[config.mk]
export PLATFORM = sky130hd
export DESIGN_NAME = hbridge_fault_protection
export DESIGN_NICKNAME = d
export VERILOG_FILES = /design/src/hdl/hold_counter.v /design/src/hdl/hbridge_fault_protection.v
export VERILOG_INCLUDE_DIRS = /design/src /design/src/hdl
export SDC_FILE = /design/constraint.sdc
export NUM_CORES = 1
export LEC_CHECK = 0
export BUFFER_PORTS_ARGS = -buffer_cell sky130_fd_sc_hd__clkbuf_2
export CORE_UTILIZATION = 31
export DETAILED_ROUTE_END_ITERATION = 6
export PLACE_DENSITY = 0.44
export SLEW_MARGIN = 20
export SYNTH_ARGS = -nofsm -noshare
export SYNTH_HDL_FRONTEND = slang
export SYNTH_SLANG_ARGS = --single-unit
export TNS_END_PERCENT = 5
[constraint.sdc]
create_clock -name clock -period 5.83 [get_ports clock]
set_clock_uncertainty 0.15 [all_clocks]
set_input_delay 0 -clock clock [delete_from_list [all_inputs] [get_ports clock]]
set_output_delay 0 -clock clock [all_outputs]
set_load 0.01 [all_outputs]
[src/hdl/hbridge_fault_protection_regs.vh]
// Purpose: constants for the h-bridge fault protection block
// Assumes: 125 MHz clock, AXI4-Lite register access with 32-bit data
// Notes:   times are kept in their own unit, cycle counts derive from them
`ifndef HBRIDGE_FAULT_PROTECTION_REGS_VH
`define HBRIDGE_FAULT_PROTECTION_REGS_VH

// clock rate, sized to the timer width so derived counts need no cut
`define CLK_MHZ              20'd125

// protection and drive timing, in printed units
`define DEGLITCH_NS          20'd1500
`define LOCKOUT_US           20'd3000
`define WAKE_HOLD_US         20'd5
`define WAKE_DELAY_US        20'd50
`define SLEEP_US             20'd1000
`define DECAY_OFF_US         20'd25
`define DEAD_NS              20'd220

// derived cycle counts; least times round up, the rest are exact
`define DEGLITCH_CYC         ((`DEGLITCH_NS * `CLK_MHZ + 20'd999) / 20'd1000)
`define LOCKOUT_CYC          (`LOCKOUT_US * `CLK_MHZ)
`define WAKE_HOLD_CYC        (`WAKE_HOLD_US * `CLK_MHZ)
`define WAKE_DELAY_CYC       (`WAKE_DELAY_US * `CLK_MHZ)
`define SLEEP_CYC            (`SLEEP_US * `CLK_MHZ)
`define DECAY_OFF_CYC        (`DECAY_OFF_US * `CLK_MHZ)
`define DEAD_CYC             ((`DEAD_NS * `CLK_MHZ + 20'd999) / 20'd1000)

// counter width shared by all interval timers
`define TIMER_W              20

// register byte offsets
`define ADDR_W               4
`define REG_CONTROL          4'h0
`define REG_STATUS           4'h4
`define REG_TRIP_COUNT       4'h8

// control fields and reset value
`define CTRL_REGULATE_BIT    0
`define CTRL_SLEEP_EN_BIT    1
`define CTRL_RESET           2'h3

// status fields
`define STAT_UNDERVOLT_BIT   0
`define STAT_THERMAL_BIT     1
`define STAT_LOCKOUT_BIT     2
`define STAT_SLEEP_BIT       3
`define STAT_WAKE_BIT        4
`define STAT_DECAY_BIT       5
`define STAT_DEAD_BIT        6
`define STAT_GATES_LSB       8

// gate vector layout {high_a, low_a, high_b, low_b}
`define GATES_OFF            4'h0
`define GATES_COAST          4'h0
`define GATES_REVERSE        4'h6
`define GATES_FORWARD        4'h9
`define GATES_BRAKE          4'h5

// axi responses
`define RESP_OKAY            2'h0
`define RESP_SLVERR          2'h2

`endif

[src/hdl/hold_counter.v]
// Purpose: counts consecutive cycles of a run level and flags a limit
// Assumes: synchronous active-high reset, limit of at least one
// Notes:   count saturates at the limit and clears as soon as run drops
`include "hbridge_fault_protection_regs.vh"

module hold_counter (
  // clock and reset
  input  wire                   clock,
  input  wire                   rst,
  // count control
  input  wire                   run,
  input  wire [`TIMER_W-1:0]    limit,
  // limit reached after limit consecutive run cycles
  output reg                    reached
);

  reg  [`TIMER_W-1:0] count_q;
  reg  [`TIMER_W-1:0] count_d;

  // saturating run-length count
  always @* begin
    if (!run) begin
      count_d = {`TIMER_W{1'b0}};
    end else if (count_q >= limit) begin
      count_d = count_q;
    end else begin
      count_d = count_q + {{(`TIMER_W-1){1'b0}}, 1'b1};
    end
  end

  // count and flag registers
  always @(posedge clock) begin
    if (rst) begin
      count_q <= {`TIMER_W{1'b0}};
      reached <= 1'b0;
    end else begin
      count_q <= count_d;
      reached <= run && (count_d >= limit);
    end
  end

endmodule // hold_counter

[src/hdl/hbridge_fault_protection.v]
// Purpose: fault protection, input decoding and gate timing of an h-bridge
// Assumes: comparator flags and drive inputs are synchronous to clock
// Notes:   gate outputs are registered; all faults force every gate off
`include "hbridge_fault_protection_regs.vh"

module hbridge_fault_protection #(
  parameter [`TIMER_W-1:0] LOCKOUT_CYCLES    = `LOCKOUT_CYC,
  parameter [`TIMER_W-1:0] WAKE_DELAY_CYCLES = `WAKE_DELAY_CYC,
  parameter [`TIMER_W-1:0] SLEEP_CYCLES      = `SLEEP_CYC
) (
  // clock and reset
  input  wire                  clock,
  input  wire                  rst,
  // drive inputs from the host
  input  wire                  drive_input_a,
  input  wire                  drive_input_b,
  // analog comparator flags
  input  wire                  supply_low_lockout,
  input  wire                  overcurrent_guard,
  input  wire                  thermal_shutdown,
  input  wire                  thermal_cooled,
  input  wire                  regulation_trip,
  // gate drives of the two half-bridges
  output reg                   gate_high_a,
  output reg                   gate_low_a,
  output reg                   gate_high_b,
  output reg                   gate_low_b,
  // state
  output reg                   fault_active,
  output reg                   sleeping,
  // axi4-lite write address
  input  wire [`ADDR_W-1:0]    s_axi_awaddr,
  input  wire                  s_axi_awvalid,
  output reg                   s_axi_awready,
  // axi4-lite write data
  input  wire [31:0]           s_axi_wdata,
  input  wire [3:0]            s_axi_wstrb,
  input  wire                  s_axi_wvalid,
  output reg                   s_axi_wready,
  // axi4-lite write response
  output reg  [1:0]            s_axi_bresp,
  output reg                   s_axi_bvalid,
  input  wire                  s_axi_bready,
  // axi4-lite read address
  input  wire [`ADDR_W-1:0]    s_axi_araddr,
  input  wire                  s_axi_arvalid,
  output reg                   s_axi_arready,
  // axi4-lite read data
  output reg  [31:0]           s_axi_rdata,
  output reg  [1:0]            s_axi_rresp,
  output reg                   s_axi_rvalid,
  input  wire                  s_axi_rready
);

  // one-hot operating states
  localparam [3:0] ST_SLEEP   = 4'h1;
  localparam [3:0] ST_WAKE    = 4'h2;
  localparam [3:0] ST_RUN     = 4'h4;
  localparam [3:0] ST_LOCKOUT = 4'h8;

  localparam [`TIMER_W-1:0] DEGLITCH_LIM  = `DEGLITCH_CYC;
  localparam [`TIMER_W-1:0] WAKE_HOLD_LIM = `WAKE_HOLD_CYC;
  localparam [`TIMER_W-1:0] DECAY_LIM     = `DECAY_OFF_CYC;
  localparam [`TIMER_W-1:0] DEAD_LIM      = `DEAD_CYC;

  // register address decode, shared by read and write paths
  function addr_hit;
    input [`ADDR_W-1:0] addr;
    input [`ADDR_W-1:0] offset;
    begin
      addr_hit = (addr[`ADDR_W-1:2] == offset[`ADDR_W-1:2]);
    end
  endfunction

  // input pair to gate vector
  function [3:0] decode_inputs;
    input a;
    input b;
    begin
      case ({a, b})
        2'h1:    decode_inputs = `GATES_REVERSE;
        2'h2:    decode_inputs = `GATES_FORWARD;
        2'h3:    decode_inputs = `GATES_BRAKE;
        default: decode_inputs = `GATES_COAST;
      endcase
    end
  endfunction

  reg  [3:0]          state_q;
  reg  [3:0]          state_d;
  reg                 thermal_q;
  reg                 decay_q;
  reg                 dead_q;
  reg  [3:0]          gates_q;
  reg  [3:0]          target_d;
  reg  [1:0]          ctrl_q;
  reg  [31:0]         trip_count_q;
  reg  [`ADDR_W-1:0]  awaddr_q;
  reg  [31:0]         wdata_q;
  reg  [3:0]          wstrb_q;
  wire                deglitch_done;
  wire                lockout_done;
  wire                wake_hold_done;
  wire                wake_delay_done;
  wire                sleep_done;
  wire                decay_done;
  wire                dead_done;
  wire                any_input;
  wire                hard_fault;
  wire                write_fire;
  wire [31:0]         status_word;

  assign any_input  = drive_input_a | drive_input_b;
  assign hard_fault = supply_low_lockout | thermal_q;
  assign write_fire = !s_axi_awready && !s_axi_wready && !s_axi_bvalid;

  // interval timers: deglitch, lockout, wake, sleep, decay, dead gap
  // deglitch run length
  hold_counter u_deglitch (
    .clock   (clock),
    .rst     (rst),
    .run     (overcurrent_guard && state_q[2]),
    .limit   (DEGLITCH_LIM),
    .reached (deglitch_done)
  );
  hold_counter u_lockout (
    .clock   (clock),
    .rst     (rst),
    .run     (state_q[3] && !lockout_done),
    .limit   (LOCKOUT_CYCLES),
    .reached (lockout_done)
  );
  hold_counter u_wake_hold (
    .clock   (clock),
    .rst     (rst),
    .run     (state_q[0] && any_input),
    .limit   (WAKE_HOLD_LIM),
    .reached (wake_hold_done)
  );
  hold_counter u_wake_delay (
    .clock   (clock),
    .rst     (rst),
    .run     (state_q[1] && !wake_delay_done),
    .limit   (WAKE_DELAY_CYCLES),
    .reached (wake_delay_done)
  );
  hold_counter u_sleep (
    .clock   (clock),
    .rst     (rst),
    .run     (state_q[2] && !any_input && ctrl_q[`CTRL_SLEEP_EN_BIT]),
    .limit   (SLEEP_CYCLES),
    .reached (sleep_done)
  );
  hold_counter u_decay (
    .clock   (clock),
    .rst     (rst),
    .run     (decay_q),
    .limit   (DECAY_LIM),
    .reached (decay_done)
  );
  hold_counter u_dead (
    .clock   (clock),
    .rst     (rst),
    .run     (dead_q),
    .limit   (DEAD_LIM),
    .reached (dead_done)
  );

  // operating state sequence
  always @* begin
    state_d = state_q;
    case (state_q)
      ST_SLEEP: begin
        if (wake_hold_done) begin
          state_d = ST_WAKE;
        end
      end
      ST_WAKE: begin
        if (wake_delay_done) begin
          state_d = ST_RUN;
        end
      end
      ST_RUN: begin
        if (deglitch_done) begin
          state_d = ST_LOCKOUT;
        end else if (sleep_done) begin
          state_d = ST_SLEEP;
        end
      end
      ST_LOCKOUT: begin
        if (lockout_done) begin
          state_d = ST_RUN;
        end
      end
      default: state_d = ST_SLEEP;
    endcase
  end

  // target gates before dead-gap timing
  always @* begin
    target_d = `GATES_OFF;
    if (hard_fault || !state_q[2]) begin
      target_d = `GATES_OFF;
    end else if (decay_q) begin
      target_d = `GATES_BRAKE;
    end else begin
      target_d = decode_inputs(drive_input_a, drive_input_b);
    end
  end

  // state, thermal latch and regulation decay
  always @(posedge clock) begin
    if (rst) begin
      state_q   <= ST_SLEEP;
      thermal_q <= 1'b0;
      decay_q   <= 1'b0;
    end else begin
      state_q <= state_d;
      if (thermal_shutdown) begin
        thermal_q <= 1'b1;
      end else if (thermal_cooled) begin
        thermal_q <= 1'b0;
      end
      if (!state_q[2] || hard_fault) begin
        decay_q <= 1'b0;
      end else if (decay_done) begin
        decay_q <= 1'b0;
      end else if (regulation_trip && ctrl_q[`CTRL_REGULATE_BIT]) begin
        decay_q <= 1'b1;
      end
    end
  end

  // gate application with dead gap
  always @(posedge clock) begin
    if (rst) begin
      gates_q <= `GATES_OFF;
      dead_q  <= 1'b0;
    end else if (gates_q == target_d) begin
      dead_q <= 1'b0;
    end else if (target_d == `GATES_OFF) begin
      gates_q <= `GATES_OFF;
      dead_q  <= 1'b0;
    end else if (!dead_q) begin
      gates_q <= `GATES_OFF;
      dead_q  <= 1'b1;
    end else if (dead_done) begin
      gates_q <= target_d;
      dead_q  <= 1'b0;
    end
  end

  // registered pin and state outputs
  always @(posedge clock) begin
    if (rst) begin
      gate_high_a  <= 1'b0;
      gate_low_a   <= 1'b0;
      gate_high_b  <= 1'b0;
      gate_low_b   <= 1'b0;
      fault_active <= 1'b0;
      sleeping     <= 1'b1;
    end else begin
      gate_high_a  <= gates_q[3];
      gate_low_a   <= gates_q[2];
      gate_high_b  <= gates_q[1];
      gate_low_b   <= gates_q[0];
      fault_active <= hard_fault | state_q[3];
      sleeping     <= state_q[0];
    end
  end

  assign status_word = {16'h0000, 4'h0, gates_q, 1'b0, dead_q, decay_q,
                        state_q[1], state_q[0], state_q[3], thermal_q,
                        supply_low_lockout};

  // write channels, taken in either order, answered once both are held
  always @(posedge clock) begin
    if (rst) begin
      s_axi_awready <= 1'b1;
      s_axi_wready  <= 1'b1;
      s_axi_bvalid  <= 1'b0;
      s_axi_bresp   <= `RESP_OKAY;
      awaddr_q      <= {`ADDR_W{1'b0}};
      wdata_q       <= 32'h00000000;
      wstrb_q       <= 4'h0;
      ctrl_q        <= `CTRL_RESET;
      trip_count_q  <= 32'h00000000;
    end else begin
      if (s_axi_awvalid && s_axi_awready) begin
        awaddr_q      <= s_axi_awaddr;
        s_axi_awready <= 1'b0;
      end
      if (s_axi_wvalid && s_axi_wready) begin
        wdata_q      <= s_axi_wdata;
        wstrb_q      <= s_axi_wstrb;
        s_axi_wready <= 1'b0;
      end
      if (write_fire) begin
        s_axi_bvalid <= 1'b1;
        s_axi_bresp  <= `RESP_OKAY;
        if (addr_hit(awaddr_q, `REG_CONTROL)) begin
          if (wstrb_q[0]) begin
            ctrl_q <= wdata_q[1:0];
          end
        end else if (!addr_hit(awaddr_q, `REG_TRIP_COUNT) &&
                     !addr_hit(awaddr_q, `REG_STATUS)) begin
          s_axi_bresp <= `RESP_SLVERR;
        end
      end
      if (s_axi_bvalid && s_axi_bready) begin
        s_axi_bvalid  <= 1'b0;
        s_axi_awready <= 1'b1;
        s_axi_wready  <= 1'b1;
      end
      // lockout entries counted; a new entry wins over a clearing write
      if (state_q[2] && deglitch_done) begin
        trip_count_q <= trip_count_q + 32'h00000001;
      end else if (write_fire && addr_hit(awaddr_q, `REG_TRIP_COUNT)) begin
        trip_count_q <= 32'h00000000;
      end
    end
  end

  // read channel, one cycle from address to data
  always @(posedge clock) begin
    if (rst) begin
      s_axi_arready <= 1'b1;
      s_axi_rvalid  <= 1'b0;
      s_axi_rdata   <= 32'h00000000;
      s_axi_rresp   <= `RESP_OKAY;
    end else if (s_axi_arvalid && s_axi_arready) begin
      s_axi_arready <= 1'b0;
      s_axi_rvalid  <= 1'b1;
      s_axi_rresp   <= `RESP_OKAY;
      if (addr_hit(s_axi_araddr, `REG_CONTROL)) begin
        s_axi_rdata <= {30'h00000000, ctrl_q};
      end else if (addr_hit(s_axi_araddr, `REG_STATUS)) begin
        s_axi_rdata <= status_word;
      end else if (addr_hit(s_axi_araddr, `REG_TRIP_COUNT)) begin
        s_axi_rdata <= trip_count_q;
      end else begin
        s_axi_rdata <= 32'h00000000;
        s_axi_rresp <= `RESP_SLVERR;
      end
    end else if (s_axi_rvalid && s_axi_rready) begin
      s_axi_rvalid  <= 1'b0;
      s_axi_arready <= 1'b1;
    end
  end

endmodule // hbridge_fault_protection

# [Word-level counts from Yosys, hierarchy flattened]
# Index checks and enable logic that the tools add are counted.
[totals] inputBits=58 wordCells=171 out_inout_bits=47 ff_bits=246
[classes] n_addsub=8 mux=44 n_eq_ne=17 reduce_logical=46 bitwise=4 n_lt_le_gt_ge=14
[op_table] op="$mux W20" count=14
[op_table] op="$mux W32" count=5
[op_table] op="$add A20 B1 Y20 const B" count=7
[op_table] op="$ge A20 B10 Y1 const B" count=2
[op_table] op="$ge A20 B12 Y1 const B" count=2
[op_table] op="$ge A20 B13 Y1 const B" count=2
[op_table] op="$ge A20 B17 Y1 const B" count=2
[op_table] op="$ge A20 B19 Y1 const B" count=2
[op_table] op="$ge A20 B5 Y1 const B" count=2
[op_table] op="$ge A20 B8 Y1 const B" count=2
[op_table] op="$mux W4" count=10
[op_table] op="$add A32 B1 Y32 const B" count=1
[op_table] op="$logic_and A1 B1 Y1" count=24
[op_table] op="$pmux W4 S4" count=1
[op_table] op="$pmux W4 S3" count=1
[op_table] op="$mux W2" count=5
[op_table] op="$logic_not A1 Y1" count=9
[op_table] op="$eq A2 B2 Y1 const B" count=4
[op_table] op="$mux W1" count=8
[op_table] op="$eq A2 B1 Y1 const B" count=3
[op_table] op="$ne A2 B1 Y1 const B" count=3
[op_table] op="$ne A3 B1 Y1 const B" count=2
[op_table] op="$reduce_bool A2 Y1" count=3
[op_table] op="$reduce_or A3 Y1" count=2
[op_table] op="other kinds (14)" count=17

# [Logic depth before layout (Yosys ltp)]
# Gate-level depths: netlist of the first run.
[depth] ltp_word=7 ltp_mapped=9 mapped_depth_nobuf=9

# [By module]
# Synthesis of the first run repeated with hierarchy kept, for this count alone.
[unflattened] hier_cells=2479 hier_area_um2=20129.3
[by_module_without_submodules] module="hold_counter (u_decay ...)" area_per_inst_um2=2383.5 n_inst=3 cells_each=304 seq_area_each_um2=420.4
[by_module_without_submodules] module="hold_counter (u_dead ...)" area_per_inst_um2=2138.3 n_inst=3 cells_each=259 seq_area_each_um2=420.4
[by_module_without_submodules] module="hbridge_fault_protection" area_per_inst_um2=4141.5 n_inst=1 cells_each=481 seq_area_each_um2=1901.8
[by_module_without_submodules] module="hold_counter (u_wake_hold)" area_per_inst_um2=2422.3 n_inst=1 cells_each=309 seq_area_each_um2=420.4

# [Worst setup path before layout of the first run]
# Ideal clock, no wire load.
[synth_timing] kind="register to register" from="reg u_wake_hold.count_q[1]" to="reg u_wake_hold.reached" period_less_slack_ps=2790 required_time_ps=5554 n_path_buf=0 setup_time_ps=126 path_stages_with_launch=10 path_slack_ps=3040 arrival_ps=2514 path_cell_list="dfxtp_1 -> inv_1 -> ha_1 -> or4b_1 -> a211o_1 -> a211oi_2 -> nand2_1 -> xnor2_1 -> a2111oi_2 -> a21oi_1"
[synth_via] elab_chain_len=5 word_cells_on_any_way=6 cone_classes="add/sub: 1; order compare: 2; mux: 2; reduce/logical: 1"
[synth_lines] item="start, declared" line="hold_counter.v:17" source="reg [`TIMER_W-1:0] count_q;"
[synth_lines] item="start signal, assigned" line="hold_counter.v:34" source="count_q <= {`TIMER_W{1'b0}};"
[synth_lines] item="start signal, assigned" line="hold_counter.v:37" source="count_q <= count_d;"
[synth_lines] item="$add A20 B1 Y20 or $ge A20 B10 Y1 (tied branches)" line="hold_counter.v:27, hold_counter.v:24"
[synth_lines] item="$mux W20 (*)" line="hold_counter.v:24" source="end else if (count_q >= limit) begin"
[synth_lines] item="$mux W20 (*)" line="hold_counter.v:22" source="if (!run) begin"
[synth_lines] item="$ge A20 B10 Y1 (*)" line="hold_counter.v:38" source="reached <= run && (count_d >= limit);"
[synth_lines] item="$logic_and A1 B1 Y1 (*)" line="hold_counter.v:38"
[synth_lines] item="end signal, assigned" line="hold_counter.v:38"
[synth_lines] item="end, declared" line="hold_counter.v:14" source="output reg reached"
# Mark *: on every way between the ends. The rest lies on a longest branch, timed or not.
# A chain may end at the register's enable or synchronous reset.

# [Worst setup path in the final report of the first run]
[layout_timing] from="reg state_q[2]" to="reg trip_count_q[31]"
[layout_via] elab_chain_len=2 word_cells_on_any_way=3 cone_classes="mux: 1; reduce/logical: 2"
[layout_lines] item="start, declared" line="hbridge_fault_protection.v:89" source="reg [3:0] state_q;"
[layout_lines] item="start signal, assigned" line="hbridge_fault_protection.v:218" source="state_q <= state_d;"
[layout_lines] item="$logic_and A1 B1 Y1 (*)" line="hbridge_fault_protection.v:316" source="if (state_q[2] && deglitch_done) begin"
[layout_lines] item="$mux W32 or $reduce_bool A2 Y1 (tied branches)"
[layout_lines] item="end signal, assigned" line="hbridge_fault_protection.v:317" source="trip_count_q <= trip_count_q + 32'h00000001;"
[layout_lines] item="end, declared" line="hbridge_fault_protection.v:97" source="reg [31:0] trip_count_q;"
# Marks and branches as above.

==> flow_summary.yaml, run 1 <==
min_path:
  min_from: "s_axi_rready"
  worstHoldPathCells: 4
  holdPathEnd: "s_axi_arready$_SDFFE_PP1P_"
  hold_class: "in2reg"
timing:
  timing.final.crit_share_pct: 53.1
  fin_crit_ps: 3090
  worst_slack_ps: 2740
  worst_slew_pin_slew_ps: 1050
  whs_ps: 123
  rsz0062_at_grt: "false"
  setup_viol: 0
  hold_viol_final: 0
  drv_slew: 0
  slew-limit-headroom_pct: 29.8
  max_freq_mhz: 323
  tns_ps: 0
worst_setup_path:
  end_kind: "register"
  reg2reg_to: "trip_count_q[31]$_SDFFE_PP0P_"
  rrSetupSlack_ps: 2740
  critPathBufInv: 0
  cp.arrival_ps: 3430
  cp.required_ps: 6170
  r2r_cells: 6
  critical_path.cell_chain: "nand2_1, nor3_1, and3b_1, nand4_1, or4_1, a21oi_1"
  worstSetupStartpointType: "register"
  cpMaxStageDelayCell: "dfxtp_1"
  slowest_delay_ps: 600
  worstPathMaxFanout: 15
  critical_path_class: "reg2reg"
  cp_top_family: "simple AND/OR/NAND/NOR gates"
  rr_startpoint: "state_q[2]$_SDFFE_PP0P_"
detailed_routing:
  final_antenna_net_count: 0
  vias: 8754
  wl_per_cell_um: 13.9
  totalWireLength_mm: 24.8
  routed_via_density: 4.91
  drc: 0
  dr.pass1.iters: 4
  drtIter0Drc: 342
power:
  power_leakage_nw: 4.53
  p_per_area_nw_per_um2: 289
  vdd_ir_drop_max_mv: 0.222
floorplan:
  rows: 67
  start_util_pct: 31.7
  ioPinCount: 105
  die_h_um: 188
  die_area_um2: 35300
  coreArea_um2: 33800
  die_w_um: 188
yosys:
  avgSynthCellArea_um2: 8.61
  ys.flop_type: "dfxtp_1"
  yosysUniqueCellTypes: 78
  synthTopCellsByArea: "dfxtp_1, nor2_1, and2_1, xor2_1, nand3_1"
  async_reset_ff_share_pct: 0
  synth.most_common_cell: "dfxtp_1"
  synth_cells: 1244
  synth_common_cells: "dfxtp_1, nor2_1, nand2_1"
  synth.top_cell.area_share_pct: 45.2
  syn_area_um2: 10700
  yosysWarnings: 0
  synth_edf_count: 0
  ys_seq_area_share_pct: 45.2
  yosys.area.top_type: "dfxtp_1"
  ys_ff_latch: 242
placed_design:
  gp_congestion: 0.748
  dp_hpwl_mm: 16.6
  place_worst_setup_slack_ps: 2700
  io_buffers: 65
clocking:
  cts_tree: "yes"
  cts_made_buffers: 29
  clkLatencyLatePin_ps: 560
  cts_root_buf: "clkbuf_16"
  clk_pin_slew_ps: 60
  cts-resized-gates: 0
  clock_path_buffers: 3
  htreeDepth: 1
  cts.sinks: 242
cells_and_area:
  syn_to_final_growth_pct: 18.5
  antenna_cells: 0
  drive_above_1_share_pct: 11.1
  final_nets: 1389
global_route:
  antenna_found_initial: 0
  grt-ovfl-total: 0
  grt_usage_pct: 14.1
  grt_pass1_vias: 8291
  grt_max_degree: 62
  grt_pass1_wl_mm: 42.0
flow_run:
  drv_cap: 0
status:
  status: "finished, final reports clean"
==> state kept, by name, indices dropped and copies added (netlist names), 2 cells and up <==
name,count
gates_q,4
u_decay.count_q,20
u_wake_hold.count_q,20
ctrl_q,2
trip_count_q,32
state_q,4
wdata_q,2
u_deglitch.count_q,20
u_sleep.count_q,20
u_wake_delay.count_q,20
u_lockout.count_q,20
s_axi_rdata,32
u_dead.count_q,20
awaddr_q,2
==> cells by family (layout without fill, tap and decap cells) <==
kind of cell	after synthesis	count (layout)	share of synthesized area, %
AND/OR/NAND/NOR	579	579	27.6
XOR/XNOR	70	70	5.72
buffers and inverters	99	190	3.60
multiplexers	18	18	1.78
adder cells (fa/ha/maj)	17	17	1.99
flip-flops	242	242	45.2
AO/OA/AOI/OAI	218	218	14.1
other	1	2	0.0350
==> per-stage QoR <==
step | utilization (%) | power [mW] | instances | instance area, um^2
floorplan | - | 1.80 | 1245 | 10700
global placement | 33.7 | 1.85 | 1698 | 11400
detailed placement | 33.7 | 1.85 | 1698 | 11400
CTS | 37.6 | 3.74 | 1784 | 12700
global route | 37.6 | 3.82 | 1784 | 12700
finish | 37.6 | 3.67 | 1784 | 12700
==> repair_timing <==
item	4_1_cts	5_1_grt
buffers inserted	0	0
hold buffers	33	0
endpoints found under the hold margin	87	0
==> area by class of cell <==
| cell class | instances | area, um^2 |
|---|---|---|
| multi-input combinational | 904 | 5480 |
| timing repair buffer | 101 | 681 |
| clock buffer | 42 | 845 |
| clock inverter | 11 | 140 |
| sequential | 242 | 4840 |
| inverter | 36 | 135 |
| fill | 3512 | 21100 |
| tap | 448 | 561 |
==> where the power goes <==
group / internal (mW) / switching (mW) / total (mW)
Clock: 1.13 / 0.705 / 1.84
Sequential: 1.67 / 0.0178 / 1.69
Combinational: 0.0571 / 0.0826 / 0.140
==> cell usage in the layout (no fill, tap or decap), types with 10 or more instances in the layout <==
cell type and instances:
a31oi_1 17, mux2i_1 10, inv_1 36, nand4_1 26, o21ai_0 20, clkbuf_2 64
o211ai_1 13, or2_2 11, clkbuf_16 29, nand2_1 77, and2_1 61, xor2_1 39
dlygate4sd3_1 33, ha_1 17, nor2_1 182, and3_1 20, nor4_1 21, dfxtp_1 242
nand3_1 66, a21oi_1 61, xnor2_1 31, or3_1 15, nor3_1 37, nand2b_1 15
a22oi_1 24, o21a_1 11
==> tightest hold or removal path, cell delays in order <==
cell	delay, ps
dlygate4sd3_1	530
clkbuf_2	110
a21oi_1	60
o21bai_1	110
==> layer usage <==
layer / GRT usage, % / vias to the layer above / wire [um]
met1: 19.8 / 4073 / 12700
met2: 22.3 / 98 / 10900
met4: 3.50 / 0 / 524
met5: 0 / - / 0
met3: 2.58 / 39 / 722
li1: - / 4544 / -
==> how the worst max path moves through the flow <==
stage,start,depth (start not counted),end
2_1_floorplan,u_wake_hold.count_q[1]$_SDFF_PP0_,9,u_wake_hold.reached$_SDFF_PP0_
3_3_place_gp,state_q[2]$_SDFFE_PP0P_,6,trip_count_q[31]$_SDFFE_PP0P_
3_5_place_dp,state_q[2]$_SDFFE_PP0P_,6,trip_count_q[31]$_SDFFE_PP0P_
4_1_cts,state_q[2]$_SDFFE_PP0P_,6,trip_count_q[31]$_SDFFE_PP0P_
5_1_grt,state_q[2]$_SDFFE_PP0P_,6,trip_count_q[28]$_SDFFE_PP0P_
6_report,state_q[2]$_SDFFE_PP0P_,6,trip_count_q[31]$_SDFFE_PP0P_
Power figures use the tool's default switching activity.
==> run 2: changes to the inputs <==
ABC_AREA = 1   (was not set)
PLACE_DENSITY = 0.46   (was 0.44)
clock period = 2.6 ns   (was 5.83 ns; I/O delays follow)
==> run 2 against run 1 <==
Net effect:
- fmax grew 28%
- area after synthesis grew 13%
- die area grew 12%
- non-clock buffer count grew 24
- synthesized cell count grew 47%
- setup slack lost 2600 ps
- design area grew 13%
- critical path depth grew 3
- critical endpoint is now gates_q[3]$_SDFFE_PP0P_
==> flow_summary.yaml, run 2 <==
status:
  status: "finished, final reports clean"
yosys:
  yosys.area_share.simple_pct: 36.9
  synthXorXnorAreaFrac_pct: 3.34
  synth.top_cell.area_share_pct: 40.2
  yosysUniqueCellTypes: 52
  synth_compound_area_share_pct: 8.88
  yosys.area.top_type: "dfxtp_1"
  syn_area_um2: 12100
  async_reset_ff_share_pct: 0
  synth-adder-area-share_pct: 1.76
  ys.flop_type: "dfxtp_1"
  synthMuxAreaShare_pct: 0
  synth_edf_count: 0
  synth_common_cells: "nand2_1, nor2_1, dfxtp_1"
  ys_seq_area_share_pct: 40.2
  avgSynthCellArea_um2: 6.59
  synth_top_family_by_area: "simple AND/OR/NAND/NOR gates"
  yosysWarnings: 0
  ys_ff_latch: 242
  synthTopCellsByArea: "dfxtp_1, nand2_1, nor2_1, inv_1, nand3_1"
  synth_cells: 1831
  synth.most_common_cell: "nand2_1"
power:
  p_int_mw: 6.55
  p_sw_mw: 2.09
  power_leakage_nw: 5.72
  p_per_area_nw_per_um2: 600
  seqPwrFrac_pct: 44.3
  power_mw: 8.64
  vdd_ir_drop_max_mv: 0.450
  clockPowerShare_pct: 49.6
  power_frac_comb_pct: 6.2
  swShare_pct: 24.2
clocking:
  cts_made_buffers: 30
  cts.sinks: 242
  cts_root_buf: "clkbuf_16"
  clk_pin_slew_ps: 60
  clkLatencyLatePin_ps: 590
  cts_tree: "yes"
  clock_path_buffers: 3
  htreeDepth: 1
timing:
  hold_viol_final: 0
  tns_ps: 0
  setup_viol: 0
  slew-limit-headroom_pct: 49.8
  worst_slew_pin_slew_ps: 752
  rsz0062_at_grt: "true"
  max_freq_mhz: 412
  fin_crit_ps: 2420
  drv_slew: 0
  timing.final.crit_share_pct: 93.3
worst_setup_path:
  worstSetupStartpointType: "register"
  rr_startpoint: "decay_q$_SDFFE_PP0P_"
  end_kind: "register"
  worstPathMaxFanout: 8
  crit_path_start: "decay_q$_SDFFE_PP0P_"
  cp.arrival_ps: 2740
  cp.required_ps: 2920
  critical_path_class: "reg2reg"
placed_design:
  io_buffers: 65
  gp_congestion: 0.856
  dp_hpwl_mm: 22.5
detailed_routing:
  drc: 0
  final_antenna_net_count: 0
  dr.pass1.iters: 5
  vias: 11374
  wl_per_cell_um: 12.9
  totalWireLength_mm: 32.0
  drtIter0Drc: 695
  routed_via_density: 4.60
floorplan:
  start_util_pct: 31.8
  ioPinCount: 105
  die_h_um: 199
  coreArea_um2: 37900
  die_area_um2: 39700
  rows: 71
  die_w_um: 199
global_route:
  grt_pass1_wl_mm: 53.6
  antenna_found_initial: 0
  grt_max_degree: 152
  grt_pass1_vias: 10736
  grt-ovfl-total: 0
  grt_usage_pct: 16.6
cells_and_area:
  syn_to_final_growth_pct: 19.3
  nFillCells: 4098
  reg_top3: "s_axi_rdata: 32 flops, trip_count_q: 32 flops"
  final_common_cell: "nand2_1"
  drive_above_1_share_pct: 8.21
  final_cell_mix: "nand2_1, nor2_1, dfxtp_1"
  final_nets: 2013
  post-route-util_pct: 37.9
  antenna_cells: 0
flow_run:
  drv_cap: 0
min_path:
  hold_class: "in2reg"
  min_from: "s_axi_bready"
==> run 2: cell count changes after synthesis, moves of 19 or more <==
cell,change
o21ai_0,+46
a22oi_1,-22
clkbuf_1,-20
inv_1,+176
nand3_1,+72
and3_1,-20
xnor2_1,-22
nor3_1,+19
nor2_1,+116
and2_1,-60
nand2_1,+434
==> run 2: logic make-up after synthesis <==
kind of cell               Yosys count
AOI/OAI and AO/OA                  190
DFF                                242
and+or+nand+nor                   1066
other                                1
xor gates and xnor gates            46
adders and majority gates           17
buffers and inverters              269
==> run 2: path summary, 6_finish.rpt <==
kind,endpoint,slack [ps],depth (start not counted)
setup / recovery,gates_q[3]$_SDFFE_PP0P_,180,9
setup reg to reg,gates_q[3]$_SDFFE_PP0P_,180,9
hold reg to reg,decay_q$_SDFFE_PP0P_,240,1
hold / removal,s_axi_awready$_SDFFE_PP1P_,70,4
==> run 2: layer usage <==
layer | share of wire [%] | routed length [um] | track usage, %
met3 | 3.8 | 1220 | 2.80
met4 | 2.3 | 721 | 4.25
met5 | 0 | 0 | 0
met2 | 44 | 14000 | 26.8
met1 | 50 | 16000 | 22.7
==> run 2: power groups by stage <==
| stage | Sequential, mW | Clock [mW] | Combinational [mW] |
|---|---|---|---|
| after floorplan | 3.89 | 0 | 0.319 |
| after global placement | 3.90 | 0 | 0.492 |
| after detailed placement | 3.90 | 0 | 0.493 |
| after CTS | 3.82 | 4.44 | 0.542 |
| after global routing | 3.83 | 4.56 | 0.610 |
| final | 3.82 | 4.28 | 0.534 |
==> run 2: final cells by class <==
cell class	instances	area, um^2	area share (%)
well taps	511	639	4.44
clock inverters	9	124	0.861
clock buffers	46	911	6.33
flip-flops and latches	242	4840	33.7
repair buffers	125	893	6.21
multi-input cells	1321	6160	42.8
inverters	218	821	5.70
==> run 2: repair_timing <==
action,4_1_cts,5_1_grt
gates resized for setup,0,1
hold buffers,36,0
buffers inserted,0,0
endpoints found under the hold margin,177,0
setup endpoints to repair,0,3
==> run 2: per-stage QoR <==
stage                     cell area, um^2  std cells  hold WS, ps  setup WS [ps]
after global routing                14400       2472         63.5          -38.5
final                               14400       2472         68.8            175
after detailed placement            13000       2381         74.8            244
after global placement              13000       2381         70.2            287
after floorplan                     12100       1832        -32.6            594
after CTS                           14400       2472         18.3            245
==> run 2: critical path, cell delays in order, from the launching register on <==
cell,delay (ps)
dfxtp_1,390
nor2_1,130
nand2_1,50
dlygate4sd3_1,590
nor2_1,120
xor2_1,150
nand4_1,130
o21ai_1,350
nand2_1,150
o41ai_1,110
==> run 3: changes to the inputs <==
CORE_UTILIZATION = 34   (was 31)
PLACE_DENSITY = 0.49   (was 0.46)
==> run 3 against run 2 <==
Net effect:
- global-route usage rose by 0.79 points
- die area down 8.7%
- sequential power barely moved
- clock-buffer cell count down 7
- via count increased by 0.87%
- routed wire length shrank 3.1%
- combinational power is 2% higher
- fmax increased by 2.2%
- non-clock buffer count up 2
- design area shrank 0.51%
- critical endpoint is now s_axi_rresp[1]$_SDFFE_PP0P_
- largest cell class unchanged
- largest power group unchanged
==> flow_summary.yaml, run 3 (synthesis gave the netlist of run 2 again) <==
status:
  status: "finished, final reports clean"
placed_design:
  dp_hpwl_mm: 22.1
  gp_congestion: 0.829
  io_buffers: 65
  placedCellCount: 2327
power:
  vdd_ir_drop_max_mv: 0.492
  p_per_area_nw_per_um2: 605
  power_leakage_nw: 5.73
floorplan:
  ioPinCount: 105
  start_util_pct: 34.7
  coreArea_um2: 34700
  rows: 68
  die_h_um: 190
  die_w_um: 190
  die_area_um2: 36200
detailed_routing:
  dr.pass1.iters: 6
  vias: 11473
  drc: 0
  routed_via_density: 4.75
  totalWireLength_mm: 31.0
  final_antenna_net_count: 0
  drtIter0Drc: 613
  wl_per_cell_um: 12.8
timing:
  timing.final.crit_share_pct: 91.2
  slew-limit-headroom_pct: 49.3
  fin_crit_ps: 2370
  drv_slew: 0
  worst_slew_pin_slew_ps: 761
  rsz0062_at_grt: "false"
  hold_viol_final: 0
  tns_ps: 0
  max_freq_mhz: 422
  setup_viol: 0
worst_setup_path:
  cp.arrival_ps: 2710
  worstPathMaxFanout: 7
  critical_path_class: "reg2reg"
  cp.required_ps: 2940
  worstSetupStartpointType: "register"
  end_kind: "register"
flow_run:
  drv_cap: 0
global_route:
  grt_pass1_vias: 10742
  grt_max_degree: 152
  grt_pass1_wl_mm: 52.4
  grt-ovfl-total: 0
  grt_usage_pct: 17.3
  antenna_found_initial: 0
cells_and_area:
  drive_above_1_share_pct: 8.46
  syn_to_final_growth_pct: 18.7
  final-seq-area_um2: 4840
  final_common_cell: "nand2_1"
  stdcell_count: 2417
  nFillCells: 3698
  multi_input_area_um2: 6160
  final_cell_mix: "nand2_1, nor2_1, dfxtp_1"
  reg_top3: "s_axi_rdata: 32 flops, trip_count_q: 32 flops"
  final_nets: 2014
  antenna_cells: 0
clocking:
  cts.sinks: 242
  cts_tree: "yes"
  htreeDepth: 1
  clock_path_buffers: 3
  cts_root_buf: "clkbuf_16"
  cts_made_buffers: 29
  clk_pin_slew_ps: 60
  clkLatencyLatePin_ps: 550
min_path:
  hold_class: "in2reg"
-- run 3: cell types whose count changed in the layout (fill, tap and decap cells not counted), sizes merged --
| cell | previous run | this run |
|---|---|---|
| buf | 25 | 27 |
| bufinv | 2 | 4 |
| clkbuf | 110 | 103 |
| clkinv | 8 | 9 |
| clkinvlp | 0 | 1 |
| inv | 217 | 219 |
-- run 3: worst paths after layout --
kind / startpoint / to / slack (ps) / cells past startpoint
max: s_axi_arready$_SDFFE_PP1P_ / s_axi_rresp[1]$_SDFFE_PP0P_ / 230 / 6
min: s_axi_bready / s_axi_awready$_SDFFE_PP1P_ / 120 / 4
max reg2reg: s_axi_arready$_SDFFE_PP1P_ / s_axi_rresp[1]$_SDFFE_PP0P_ / 230 / 6
min reg2reg: u_decay.reached$_SDFF_PP0_ / decay_q$_SDFFE_PP0P_ / 240 / 1
-- run 3: worst max-delay path, stage by stage, from the launching register on --
cell           delay, ps
dfxtp_1              350
nand2_1              190
inv_1                270
nand3_1              100
dlygate4sd3_1        570
a21oi_1              120
dlygate4sd3_1        560
-- run 3: report_power, final --
part           switching [mW]  total [mW]  internal, mW
Sequential             0.0484        3.81          3.76
Combinational           0.357       0.543         0.186
Clock                    1.64        4.31          2.66
Total                    2.05        8.66          6.61
-- run 3: routing by layer --
metal	vias up	track usage [%]	routed length, um
met5	-	0	0
met4	0	4.62	732
met3	48	2.45	1110
met2	174	27.8	13500
met1	5179	24.2	15700
li1	6072	-	-
-- run 3: through the flow --
| step | cell area (um^2) | setup slack, ps | utilization (%) | power (mW) | hold slack (ps) |
|---|---|---|---|---|---|
| detailed placement | 12900 | 270 | 37.2 | 4.39 | 65.9 |
| finish | 14300 | 229 | 41.2 | 8.66 | 122 |
| CTS | 14300 | 224 | 41.2 | 8.81 | 73.4 |
| global placement | 12900 | 284 | 37.2 | 4.39 | 56.3 |
| global route | 14300 | 36.5 | 41.2 | 9.00 | 117 |
| floorplan | 12100 | 594 | - | 4.21 | -32.6 |
-- run 3: timing repair --
item | in CTS | in global routing
endpoints found under the hold margin | 142 | 0
hold buffers | 36 | 0
endpoints found under the setup margin | 0 | 2
setup buffers | 0 | 0
gates resized for setup | 0 | 1
-- run 3: layout make-up --
| type | count | share of cell area (%) |
|---|---|---|
| flip-flops and latches | 242 | 33.8 |
| well taps | 455 | 3.98 |
| multi-input cells | 1321 | 43.0 |
| inverters | 218 | 5.73 |
| repair buffers | 127 | 6.26 |
| clock inverters | 15 | 1.29 |
| clock buffers | 39 | 5.89 |
